[config.mk]
export PLATFORM = sky130hd
export DESIGN_NAME = mdo_override
export DESIGN_NICKNAME = d
export VERILOG_FILES = /design/src/hw/mdo_pkg.sv /design/src/hw/mdo_override.sv
export SDC_FILE = /design/constraint.sdc
export NUM_CORES = 1
export LEC_CHECK = 0
export BUFFER_PORTS_ARGS = -buffer_cell sky130_fd_sc_hd__buf_2
export CORE_ASPECT_RATIO = 2
export CORE_UTILIZATION = 35
export DETAILED_ROUTE_END_ITERATION = 7
export SETUP_SLACK_MARGIN = 0.5
export SYNTH_ARGS = -nofsm -noshare
export SYNTH_HDL_FRONTEND = slang
export SYNTH_SLANG_ARGS = --single-unit
export TNS_END_PERCENT = 100
[constraint.sdc]
create_clock -name clk -period 2.8 [get_ports clk]
set_input_delay 0.56 -clock clk [delete_from_list [all_inputs] [get_ports clk]]
set_output_delay 0.56 -clock clk [all_outputs]
set_load 0.05 [all_outputs]
[src/hw/mdo_pkg.sv]
/*
  Constants for the mute-dependent override controller: register map, field
  positions, reset values, modes, states and timing figures.
  Assumes a 25 MHz system clock and a 32-bit AXI4-Lite register bus.
*/
package mdo_pkg;

  // ------------------------------------------------------------
  // Timing
  // ------------------------------------------------------------
  localparam int CLK_HZ = 25_000_000;
  localparam int TICK_US = 1000;
  localparam int TICK_CYCLES = CLK_HZ / 1_000_000 * TICK_US;
  localparam int OPEN_MAX_MS = 1000;
  localparam int OVR_MAX_S = 120;
  localparam int OVR_MAX_MS = OVR_MAX_S * 1000;
  localparam int PULSES_NEEDED = 3;

  // ------------------------------------------------------------
  // Register map
  // ------------------------------------------------------------
  localparam logic [7:0] ADDR_CTRL = 8'h00;
  localparam logic [7:0] ADDR_STATUS = 8'h04;
  localparam logic [7:0] ADDR_IRQ_STAT = 8'h08;
  localparam logic [7:0] ADDR_IRQ_MASK = 8'h0C;
  localparam logic [7:0] ADDR_ELAPSED = 8'h10;

  localparam int CTRL_MODE_LSB = 0;
  localparam int CTRL_UNIDIR = 2;
  localparam int CTRL_AUTORESTART = 3;
  localparam int CTRL_ENABLE = 4;
  localparam int CTRL_RESTART = 5;
  localparam logic [31:0] CTRL_RESET = 32'h0000_0018;

  localparam int IRQ_START = 0;
  localparam int IRQ_END = 1;
  localparam int IRQ_TIMEOUT = 2;
  localparam int IRQ_ZONESTOP = 3;
  localparam int IRQ_BITS = 4;

  localparam logic [1:0] RESP_OKAY = 2'b00;
  localparam logic [1:0] RESP_SLVERR = 2'b10;

  // ------------------------------------------------------------
  // Types
  // ------------------------------------------------------------
  typedef enum logic [1:0] {
    MODE_SINGLE = 2'b00,
    MODE_LEVEL = 2'b01,
    MODE_EDGE = 2'b10
  } mdo_mode_type;

  typedef enum logic [1:0] {
    ST_IDLE = 2'b00,
    ST_OPEN = 2'b01,
    ST_CLOSED = 2'b10,
    ST_OVERRIDE = 2'b11
  } mdo_state_type;

endpackage

[src/hw/mdo_override.sv]
/*
  Mute-dependent override controller with AXI4-Lite register access.
  Assumes switch, mute sensor and zone inputs arrive asynchronously from pins
  and that one 25 MHz clock drives all logic.
*/
`timescale 1ns/1ps
`default_nettype none
module mdo_override #(
  parameter int NUM_MUTE = 4,
  parameter bit TWO_INPUTS = 1'b1,
  parameter int TICK_CYCLES = mdo_pkg::TICK_CYCLES,
  parameter int OPEN_LIMIT_TICKS = mdo_pkg::OPEN_MAX_MS,
  parameter int OVR_LIMIT_TICKS = mdo_pkg::OVR_MAX_MS
) (
  // Clock and reset
  input wire logic clk,
  input wire logic reset_n,
  // Field pins
  input wire logic overrideIn1,
  input wire logic overrideIn2,
  input wire logic [NUM_MUTE-1:0] muteSensor,
  input wire logic zoneIntruded,
  input wire logic otherAreaIntruded,
  // Field outputs and indicators
  output logic safetyOutput,
  output logic overrideDisplay,
  output logic lampGreen,
  output logic irq,
  // AXI4-Lite write
  input wire logic [7:0] s_axi_awaddr,
  input wire logic s_axi_awvalid,
  output logic s_axi_awready,
  input wire logic [31:0] s_axi_wdata,
  input wire logic [3:0] s_axi_wstrb,
  input wire logic s_axi_wvalid,
  output logic s_axi_wready,
  output logic [1:0] s_axi_bresp,
  output logic s_axi_bvalid,
  input wire logic s_axi_bready,
  // AXI4-Lite read
  input wire logic [7:0] s_axi_araddr,
  input wire logic s_axi_arvalid,
  output logic s_axi_arready,
  output logic [31:0] s_axi_rdata,
  output logic [1:0] s_axi_rresp,
  output logic s_axi_rvalid,
  input wire logic s_axi_rready
);

  // ------------------------------------------------------------
  // Input synchronisers
  // ------------------------------------------------------------
  localparam int SW = NUM_MUTE + 4;
  logic [SW-1:0] syncA_ff;
  logic [SW-1:0] syncB_ff;
  always_ff @(posedge clk or negedge reset_n) begin
    if (!reset_n) begin
      // Second override input idles closed; resetting it high avoids a false edge
      syncA_ff <= {{(SW-2){1'b0}}, 2'b10};
      syncB_ff <= {{(SW-2){1'b0}}, 2'b10};
    end else begin
      syncA_ff <= {otherAreaIntruded, zoneIntruded, muteSensor, overrideIn2, overrideIn1};
      syncB_ff <= syncA_ff;
    end
  end
  logic sw1, sw2, zoneHit, otherHit, anyMute;
  assign sw1 = syncB_ff[0];
  assign sw2 = syncB_ff[1];
  assign anyMute = |syncB_ff[NUM_MUTE+1:2];
  assign zoneHit = syncB_ff[NUM_MUTE+2];
  assign otherHit = syncB_ff[NUM_MUTE+3];

  // ------------------------------------------------------------
  // Millisecond tick
  // ------------------------------------------------------------
  logic [31:0] divCnt_ff;
  logic tick_ff;
  always_ff @(posedge clk or negedge reset_n) begin
    if (!reset_n) begin
      divCnt_ff <= 32'h0000_0000;
      tick_ff <= 1'b0;
    end else if (divCnt_ff == 32'(TICK_CYCLES - 1)) begin
      divCnt_ff <= 32'h0000_0000;
      tick_ff <= 1'b1;
    end else begin
      divCnt_ff <= divCnt_ff + 32'h0000_0001;
      tick_ff <= 1'b0;
    end
  end

  // ------------------------------------------------------------
  // Registers
  // ------------------------------------------------------------
  localparam int IRQ_W = mdo_pkg::IRQ_BITS;
  logic [31:0] ctrl_ff;
  logic [IRQ_W-1:0] irqStat_ff;
  logic [IRQ_W-1:0] irqMask_ff;
  mdo_pkg::mdo_mode_type mode;
  logic uniDir, autoRestart, enabled;

  // Mode 3 and two-input modes on a single-input unit fall back to single-line
  always_comb begin
    if (TWO_INPUTS && ctrl_ff[mdo_pkg::CTRL_MODE_LSB +: 2] == mdo_pkg::MODE_LEVEL) begin
      mode = mdo_pkg::MODE_LEVEL;
    end else if (TWO_INPUTS && ctrl_ff[mdo_pkg::CTRL_MODE_LSB +: 2] == mdo_pkg::MODE_EDGE) begin
      mode = mdo_pkg::MODE_EDGE;
    end else begin
      mode = mdo_pkg::MODE_SINGLE;
    end
  end
  assign uniDir = ctrl_ff[mdo_pkg::CTRL_UNIDIR];
  assign autoRestart = ctrl_ff[mdo_pkg::CTRL_AUTORESTART];
  assign enabled = ctrl_ff[mdo_pkg::CTRL_ENABLE];

  // ------------------------------------------------------------
  // Override sequencer
  // ------------------------------------------------------------
  mdo_pkg::mdo_state_type state_ff;
  logic [31:0] tmr_ff;
  logic [1:0] pulses_ff;
  logic armed_ff;
  logic edge1_ff, edge2_ff;
  logic sw1Prev_ff, sw2Prev_ff;
  logic safeOut_ff;
  logic restartReq;
  logic away1, away2, bothIdle, canStart, accept, stopOvr, timeout;

  assign away1 = sw1;
  assign away2 = !sw2;
  // Single-line idle is the closed switch, two-input idle is first low, second high
  assign bothIdle = (mode == mdo_pkg::MODE_SINGLE) ? sw1 : (!sw1 && sw2);
  assign canStart = enabled && zoneHit && !safeOut_ff && anyMute;
  assign timeout = tmr_ff >= 32'(OVR_LIMIT_TICKS);

  always_comb begin
    accept = 1'b0;
    if (canStart && armed_ff) begin
      case (mode)
        mdo_pkg::MODE_SINGLE: accept = (state_ff == mdo_pkg::ST_OPEN) && sw1 &&
                                       (pulses_ff == 2'(mdo_pkg::PULSES_NEEDED - 1));
        mdo_pkg::MODE_LEVEL: accept = away1 && away2 && state_ff == mdo_pkg::ST_CLOSED;
        mdo_pkg::MODE_EDGE: accept = edge1_ff && edge2_ff;
        default: accept = 1'b0;
      endcase
    end
  end

  always_comb begin
    stopOvr = timeout;
    if (uniDir) begin
      if (!anyMute && !zoneHit) stopOvr = 1'b1;
    end else begin
      if (!zoneHit) stopOvr = 1'b1;
      if (!anyMute) stopOvr = 1'b1;
    end
    if (mode == mdo_pkg::MODE_LEVEL && (!away1 || !away2)) stopOvr = 1'b1;
    if (!enabled) stopOvr = 1'b1;
  end

  // Re-arm only after the switches have been seen at idle, so a stuck switch cannot retrigger
  always_ff @(posedge clk or negedge reset_n) begin
    if (!reset_n) begin
      armed_ff <= 1'b0;
    end else if (state_ff == mdo_pkg::ST_OVERRIDE || accept) begin
      armed_ff <= 1'b0;
    end else if (bothIdle) begin
      armed_ff <= 1'b1;
    end
  end

  // Edge capture for edge-triggered mode
  always_ff @(posedge clk or negedge reset_n) begin
    if (!reset_n) begin
      sw1Prev_ff <= 1'b0;
      sw2Prev_ff <= 1'b1;
      edge1_ff <= 1'b0;
      edge2_ff <= 1'b0;
    end else begin
      sw1Prev_ff <= sw1;
      sw2Prev_ff <= sw2;
      if (mode != mdo_pkg::MODE_EDGE || state_ff == mdo_pkg::ST_OVERRIDE || !canStart) begin
        edge1_ff <= 1'b0;
        edge2_ff <= 1'b0;
      end else begin
        if (sw1 && !sw1Prev_ff && armed_ff) edge1_ff <= 1'b1;
        if (!sw2 && sw2Prev_ff && armed_ff) edge2_ff <= 1'b1;
      end
    end
  end

  // Main state machine; ST_OPEN/ST_CLOSED track the single-line pulse train
  always_ff @(posedge clk or negedge reset_n) begin
    if (!reset_n) begin
      state_ff <= mdo_pkg::ST_IDLE;
      tmr_ff <= 32'h0000_0000;
      pulses_ff <= 2'b00;
    end else begin
      case (state_ff)
        mdo_pkg::ST_IDLE: begin
          tmr_ff <= 32'h0000_0000;
          pulses_ff <= 2'b00;
          if (accept) begin
            state_ff <= mdo_pkg::ST_OVERRIDE;
          end else if (canStart && armed_ff && mode == mdo_pkg::MODE_SINGLE &&
                       sw1Prev_ff && !sw1) begin
            // Only a fresh opening counts, so an over-long open cannot restart the count
            state_ff <= mdo_pkg::ST_OPEN;
          end else if (canStart && armed_ff && mode == mdo_pkg::MODE_LEVEL && away1 && away2) begin
            state_ff <= mdo_pkg::ST_CLOSED;
          end
        end
        mdo_pkg::ST_OPEN: begin
          if (tick_ff) tmr_ff <= tmr_ff + 32'h0000_0001;
          if (accept) begin
            state_ff <= mdo_pkg::ST_OVERRIDE;
            tmr_ff <= 32'h0000_0000;
          end else if (!canStart || tmr_ff >= 32'(OPEN_LIMIT_TICKS)) begin
            state_ff <= mdo_pkg::ST_IDLE;
          end else if (sw1) begin
            state_ff <= mdo_pkg::ST_CLOSED;
            pulses_ff <= pulses_ff + 2'b01;
            tmr_ff <= 32'h0000_0000;
          end
        end
        mdo_pkg::ST_CLOSED: begin
          if (tick_ff) tmr_ff <= tmr_ff + 32'h0000_0001;
          if (accept) begin
            state_ff <= mdo_pkg::ST_OVERRIDE;
            tmr_ff <= 32'h0000_0000;
          end else if (!canStart || mode == mdo_pkg::MODE_LEVEL) begin
            state_ff <= mdo_pkg::ST_IDLE;
          end else if (tmr_ff >= 32'(OPEN_LIMIT_TICKS)) begin
            state_ff <= mdo_pkg::ST_IDLE;
          end else if (!sw1) begin
            state_ff <= mdo_pkg::ST_OPEN;
            tmr_ff <= 32'h0000_0000;
          end
        end
        mdo_pkg::ST_OVERRIDE: begin
          if (tick_ff) tmr_ff <= tmr_ff + 32'h0000_0001;
          if (stopOvr) begin
            state_ff <= mdo_pkg::ST_IDLE;
          end
        end
        default: state_ff <= mdo_pkg::ST_IDLE;
      endcase
    end
  end

  // Safety output: other-area intrusion always wins over the override
  always_ff @(posedge clk or negedge reset_n) begin
    if (!reset_n) begin
      safeOut_ff <= 1'b0;
    end else if (otherHit) begin
      safeOut_ff <= 1'b0;
    end else if (state_ff == mdo_pkg::ST_OVERRIDE && !stopOvr) begin
      safeOut_ff <= 1'b1;
    end else if (zoneHit) begin
      safeOut_ff <= 1'b0;
    end else if (autoRestart || restartReq) begin
      safeOut_ff <= 1'b1;
    end
  end

  // Indicators
  always_ff @(posedge clk or negedge reset_n) begin
    if (!reset_n) begin
      safetyOutput <= 1'b0;
      overrideDisplay <= 1'b0;
      lampGreen <= 1'b0;
      irq <= 1'b0;
    end else begin
      safetyOutput <= safeOut_ff;
      overrideDisplay <= state_ff == mdo_pkg::ST_OVERRIDE;
      lampGreen <= safeOut_ff;
      irq <= |(irqStat_ff & irqMask_ff);
    end
  end

  // ------------------------------------------------------------
  // AXI4-Lite slave
  // ------------------------------------------------------------
  logic [7:0] awAddr_ff;
  logic [31:0] wData_ff;
  logic [3:0] wStrb_ff;
  logic haveAw_ff, haveW_ff, doWrite;
  logic [IRQ_W-1:0] events, w1c;
  logic ovrPrev_ff;

  assign doWrite = haveAw_ff && haveW_ff && !s_axi_bvalid;
  assign restartReq = doWrite && awAddr_ff == mdo_pkg::ADDR_CTRL && wStrb_ff[0] &&
                      wData_ff[mdo_pkg::CTRL_RESTART];
  assign w1c = (doWrite && awAddr_ff == mdo_pkg::ADDR_IRQ_STAT && wStrb_ff[0]) ?
               wData_ff[IRQ_W-1:0] : '0;
  assign events = {otherHit && safeOut_ff,
                   state_ff == mdo_pkg::ST_OVERRIDE && timeout,
                   ovrPrev_ff && state_ff != mdo_pkg::ST_OVERRIDE,
                   !ovrPrev_ff && state_ff == mdo_pkg::ST_OVERRIDE};

  always_ff @(posedge clk or negedge reset_n) begin
    if (!reset_n) begin
      haveAw_ff <= 1'b0;
      haveW_ff <= 1'b0;
      awAddr_ff <= 8'h00;
      wData_ff <= 32'h0000_0000;
      wStrb_ff <= 4'h0;
      s_axi_awready <= 1'b0;
      s_axi_wready <= 1'b0;
      s_axi_bvalid <= 1'b0;
      s_axi_bresp <= mdo_pkg::RESP_OKAY;
    end else begin
      s_axi_awready <= !haveAw_ff && !s_axi_awready && s_axi_awvalid;
      s_axi_wready <= !haveW_ff && !s_axi_wready && s_axi_wvalid;
      if (s_axi_awvalid && s_axi_awready) begin
        haveAw_ff <= 1'b1;
        awAddr_ff <= s_axi_awaddr;
      end
      if (s_axi_wvalid && s_axi_wready) begin
        haveW_ff <= 1'b1;
        wData_ff <= s_axi_wdata;
        wStrb_ff <= s_axi_wstrb;
      end
      if (doWrite) begin
        haveAw_ff <= 1'b0;
        haveW_ff <= 1'b0;
        s_axi_bvalid <= 1'b1;
        s_axi_bresp <= (awAddr_ff[1:0] == 2'b00 && awAddr_ff <= mdo_pkg::ADDR_ELAPSED) ?
                       mdo_pkg::RESP_OKAY : mdo_pkg::RESP_SLVERR;
      end else if (s_axi_bready) begin
        s_axi_bvalid <= 1'b0;
      end
    end
  end

  // Writable registers; restart bit is a pulse and is not stored
  always_ff @(posedge clk or negedge reset_n) begin
    if (!reset_n) begin
      ctrl_ff <= mdo_pkg::CTRL_RESET;
      irqMask_ff <= '0;
    end else if (doWrite && wStrb_ff[0]) begin
      if (awAddr_ff == mdo_pkg::ADDR_CTRL) ctrl_ff <= {27'h000_0000, wData_ff[4:0]};
      if (awAddr_ff == mdo_pkg::ADDR_IRQ_MASK) irqMask_ff <= wData_ff[IRQ_W-1:0];
    end
  end

  // Sticky status, a new event beats a simultaneous clear
  always_ff @(posedge clk or negedge reset_n) begin
    if (!reset_n) begin
      irqStat_ff <= '0;
      ovrPrev_ff <= 1'b0;
    end else begin
      ovrPrev_ff <= state_ff == mdo_pkg::ST_OVERRIDE;
      irqStat_ff <= (irqStat_ff & ~w1c) | events;
    end
  end

  always_ff @(posedge clk or negedge reset_n) begin
    if (!reset_n) begin
      s_axi_arready <= 1'b0;
      s_axi_rvalid <= 1'b0;
      s_axi_rdata <= 32'h0000_0000;
      s_axi_rresp <= mdo_pkg::RESP_OKAY;
    end else begin
      s_axi_arready <= !s_axi_rvalid && !s_axi_arready && s_axi_arvalid;
      if (s_axi_arvalid && s_axi_arready) begin
        s_axi_rvalid <= 1'b1;
        s_axi_rresp <= mdo_pkg::RESP_OKAY;
        case (s_axi_araddr)
          mdo_pkg::ADDR_CTRL: s_axi_rdata <= ctrl_ff;
          mdo_pkg::ADDR_STATUS: s_axi_rdata <= {20'h0_0000, anyMute, zoneHit, otherHit, sw2,
                                                sw1, armed_ff, pulses_ff, safeOut_ff,
                                                state_ff == mdo_pkg::ST_OVERRIDE, state_ff};
          mdo_pkg::ADDR_IRQ_STAT: s_axi_rdata <= {{(32-IRQ_W){1'b0}}, irqStat_ff};
          mdo_pkg::ADDR_IRQ_MASK: s_axi_rdata <= {{(32-IRQ_W){1'b0}}, irqMask_ff};
          mdo_pkg::ADDR_ELAPSED: s_axi_rdata <= tmr_ff;
          default: begin
            s_axi_rdata <= 32'h0000_0000;
            s_axi_rresp <= mdo_pkg::RESP_SLVERR;
          end
        endcase
      end else if (s_axi_rready) begin
        s_axi_rvalid <= 1'b0;
      end
    end
  end

endmodule
`default_nettype wire

==> PnR_summary.wiki <==
{| class="wikitable"
! Metric !! Value
|-
| Kind of critical path || reg -> reg
|-
| DRT antenna net count || 0
|-
| Count of H-tree levels built during CTS || 4
|-
| Die span in x || 104 um
|-
| Synth unique cells || 65
|-
| Global-route total usage across every layer || 0.169
|-
| IO Count || 112
|-
| Wire length of the first global-routing pass || 27.6 mm
|-
| Wirelength per Cell || 16.0 um
|-
| Min Tclk post-route || 2.20 ns
|-
| CORE AREA || 20500 um2
|-
| Number of antenna repair diodes || 0
|-
| Number of register bits inferred by synthesis || 163
|-
| Top FF cell, synth || dfrtp_1
|-
| Total Die Area || 21500 um2
|-
| Pin count of the biggest net entering global routing || 56
|-
| Unrepaired setup endpoints after global routing || no
|-
| Count of buffers added by post-CTS timing repair for setup || 0
|-
| Final worst-path cycle share || 0.786
|-
| Clk buf depth || 2
|-
| Number of search-and-repair iterations in the first detailed-routing pass || 4
|-
| Cell total after placement || 1011
|-
| Peak supply drop || 0.000393 V
|-
| Leakage power summed over all cells || 3.93 nW
|-
| Worst slack at placement || 0.332 ns
|-
| Max_cap viols || 0
|-
| Cell types with the largest area share after synthesis || dfrtp_1, nand2_1, xor2_1, mux2_2, xnor2_1
|-
| Signed area change from the synthesized netlist to the final layout || 19.2%
|-
| Detailed-placement wirelength estimate || 12.6 mm
|-
| Clock sink count || 163
|-
| Most numerous cell types in the synthesized netlist || dfrtp_1, nand2_1, nor2_1
|-
| Number of endpoints failing setup at the final stage || 0
|-
| TritonCTS clock tree || done
|-
| Cell type with the largest total area after synthesis || dfrtp_1
|-
| Proportion of register bits with asynchronous set or reset after synthesis || 1.00
|-
| Setup TNS Final || 0 ns
|-
| Nature of the critical path startpoint || register
|-
| Setup slack after layout || 0.599 ns
|-
| Yosys Warn Count || 0
|-
| Final Power || 5.78 mW
|-
| Row count || 74
|-
| Initial antenna violation count || 1
|-
| Post-synthesis instance area || 7290 um2
|-
| Number of CTS-inserted buffers || 17
|-
| Detail-routed via count per cell || 5.14
|-
| Clock Skew || 0.00930 ns
|-
| Number of non-filler instances in the completed layout || 1043
|-
| Required time of the worst setup path || 3.12 ns
|-
| Chip height || 206 um
|-
| Remaining routing DRC violations || 0
|-
| Max transition margin || 0.516
|-
| Routed via count || 5362
|-
| Outcome || complete, no violations
|-
| Pins over their slew limit || 0
|-
| Most instantiated library cell after synthesis || dfrtp_1
|-
| Hold violation total from the final report || 0
|-
| Count of instances resized after the clock tree is built || 0
|-
| Setup crit end kind || register
|-
| Crit path arrival time || 2.52 ns
|-
| Worst-skew pair later-pin latency || 0.44 ns
|-
| Clock root buffer || clkbuf_16
|-
| Power per cell area || 665 nW/um2
|-
| Start point of the critical path || tmr_ff[16]
|-
| Maximum fanout encountered on the critical timing path || 5
|-
| Congestion Overflow GR || 0
|-
| Area share of the largest cell type after synthesis || 0.542
|-
| Routability Congestion || 0.825
|-
| Layout cells sized above 1 || 0.215
|-
| Synthesized area divided by synthesized cell count || 10.8 um2
|-
| Synthesized instance count || 673
|-
| First DRT Iteration DRCs || 231
|-
| Worst-path clk slew || 0.06 ns
|-
| Share of synthesized area occupied by flip-flops and latches || 0.560
|-
| Worst slew pin tran || 0.721 ns
|-
| Number of global-route vias before repair || 5519
|-
| Critical R2R Launch || tmr_ff[16]
|-
| EDFF count, synth || 0
|-
| Post-cts hold buffer count || 0
|-
| Final worst hold slack || 0.0870 ns
|-
| Initial standard-cell utilization of the core || 0.356
|-
| Number of buffer cells added on primary ports || 80
|-
| NumNets Final || 837
|-
| Worst hold path class || in -> async
|-
| Wire length after detailed routing || 16.7 mm
|-
| Maximum clock frequency || 454 MHz
|}
## placed cells by master, fill, tap and decap left out, drive strengths merged, types with 3 or more instances in the layout
cell / count
a22oi: 13
a21o: 4
mux2: 24
nor2: 50
or4: 5
nand2b: 5
mux2i: 6
and2: 6
nor4: 18
buf: 95
and4: 8
nand3: 46
nor3b: 4
nand4: 21
nor3: 10
dfrtp: 158
a22o: 3
xnor2: 30
inv: 15
xor2: 31
clkbuf: 21
bufinv: 3
o21ai: 15
nand2: 95
dfstp: 5
ha: 6
and3: 14
o311ai: 3
o21a: 6
nor2b: 4
o2111ai: 5
clkinv: 6
a21oi: 5
nand3b: 3
or3: 4
## report_power, final
group	switching [mW]	internal, mW
sequential	0.165	2.57
clock	0.946	1.45
combinational	0.395	0.254
## cell families after synthesis
| logic type | count (synthesis) | synth area share |
|---|---|---|
| simple gates | 300 | 0.214 |
| other cells | 1 | 0.000514 |
| mux | 30 | 0.0453 |
| compound gates | 73 | 0.0724 |
| xor+xnor | 61 | 0.0733 |
| buf+inv | 38 | 0.0225 |
| fa+ha+maj | 7 | 0.0117 |
| flops | 163 | 0.560 |
## registers in the layout, summed over array words and instances (netlist names), 2 cells and up
signal       cells
divCnt_ff       32
irqStat_ff       4
awAddr_ff        8
syncB_ff         8
irqMask_ff       4
tmr_ff          32
syncA_ff         8
ctrl_ff          5
wData_ff         6
s_axi_rdata     32
pulses_ff        2
state_ff         2
## path summary, 6_finish.rpt
check / end / slack [ns] / cells after the start
hold / removal: s_axi_rdata[28] / 0.09 / 1
hold reg to reg: syncB_ff[2] / 0.35 / 0
min in group clk: syncA_ff[1] / 0.22 / 1
setup reg to reg: pulses_ff[0] / 0.60 / 5
max in group asynchronous: ctrl_ff[4] / 2.00 / 2
setup / recovery: pulses_ff[0] / 0.60 / 5
## stage by stage
step                      utilization  cell area [um2]
after global routing            0.425             8690
after global placement          0.394             8060
after detailed placement        0.394             8060
after CTS                       0.424             8670
after floorplan                     -             7300
final                           0.425             8690
## layout make-up
cell class / instances / area, um2
Inverter: 14 / 52.6
Multi-Input combinational cell: 473 / 3060
Timing Repair Buffer: 95 / 548
Clock inverter: 11 / 151
Clock buffer: 21 / 460
Tap cell: 266 / 333
Sequential cell: 163 / 4090
Fill cell: 1996 / 11800
## critical path: stages, from the launching register on
cell and delay (ns):
dfrtp_1 0.43, or4_4 0.57, nor4_4 0.25, nand2_1 0.18
or3_1 0.40, o311ai_1 0.26
## metal layers
metal  track usage  routed length (um)  vias to the layer above  share of wire
li1              -                   -                     2554              -
met1         0.163                5960                     2634           0.36
met2         0.317                9460                      128           0.57
met3        0.0394                 522                       44          0.031
met4         0.111                 713                        2          0.043
met5             0                  13                        -        0.00078
No activity file was read; power rests on OpenSTA's default activity.
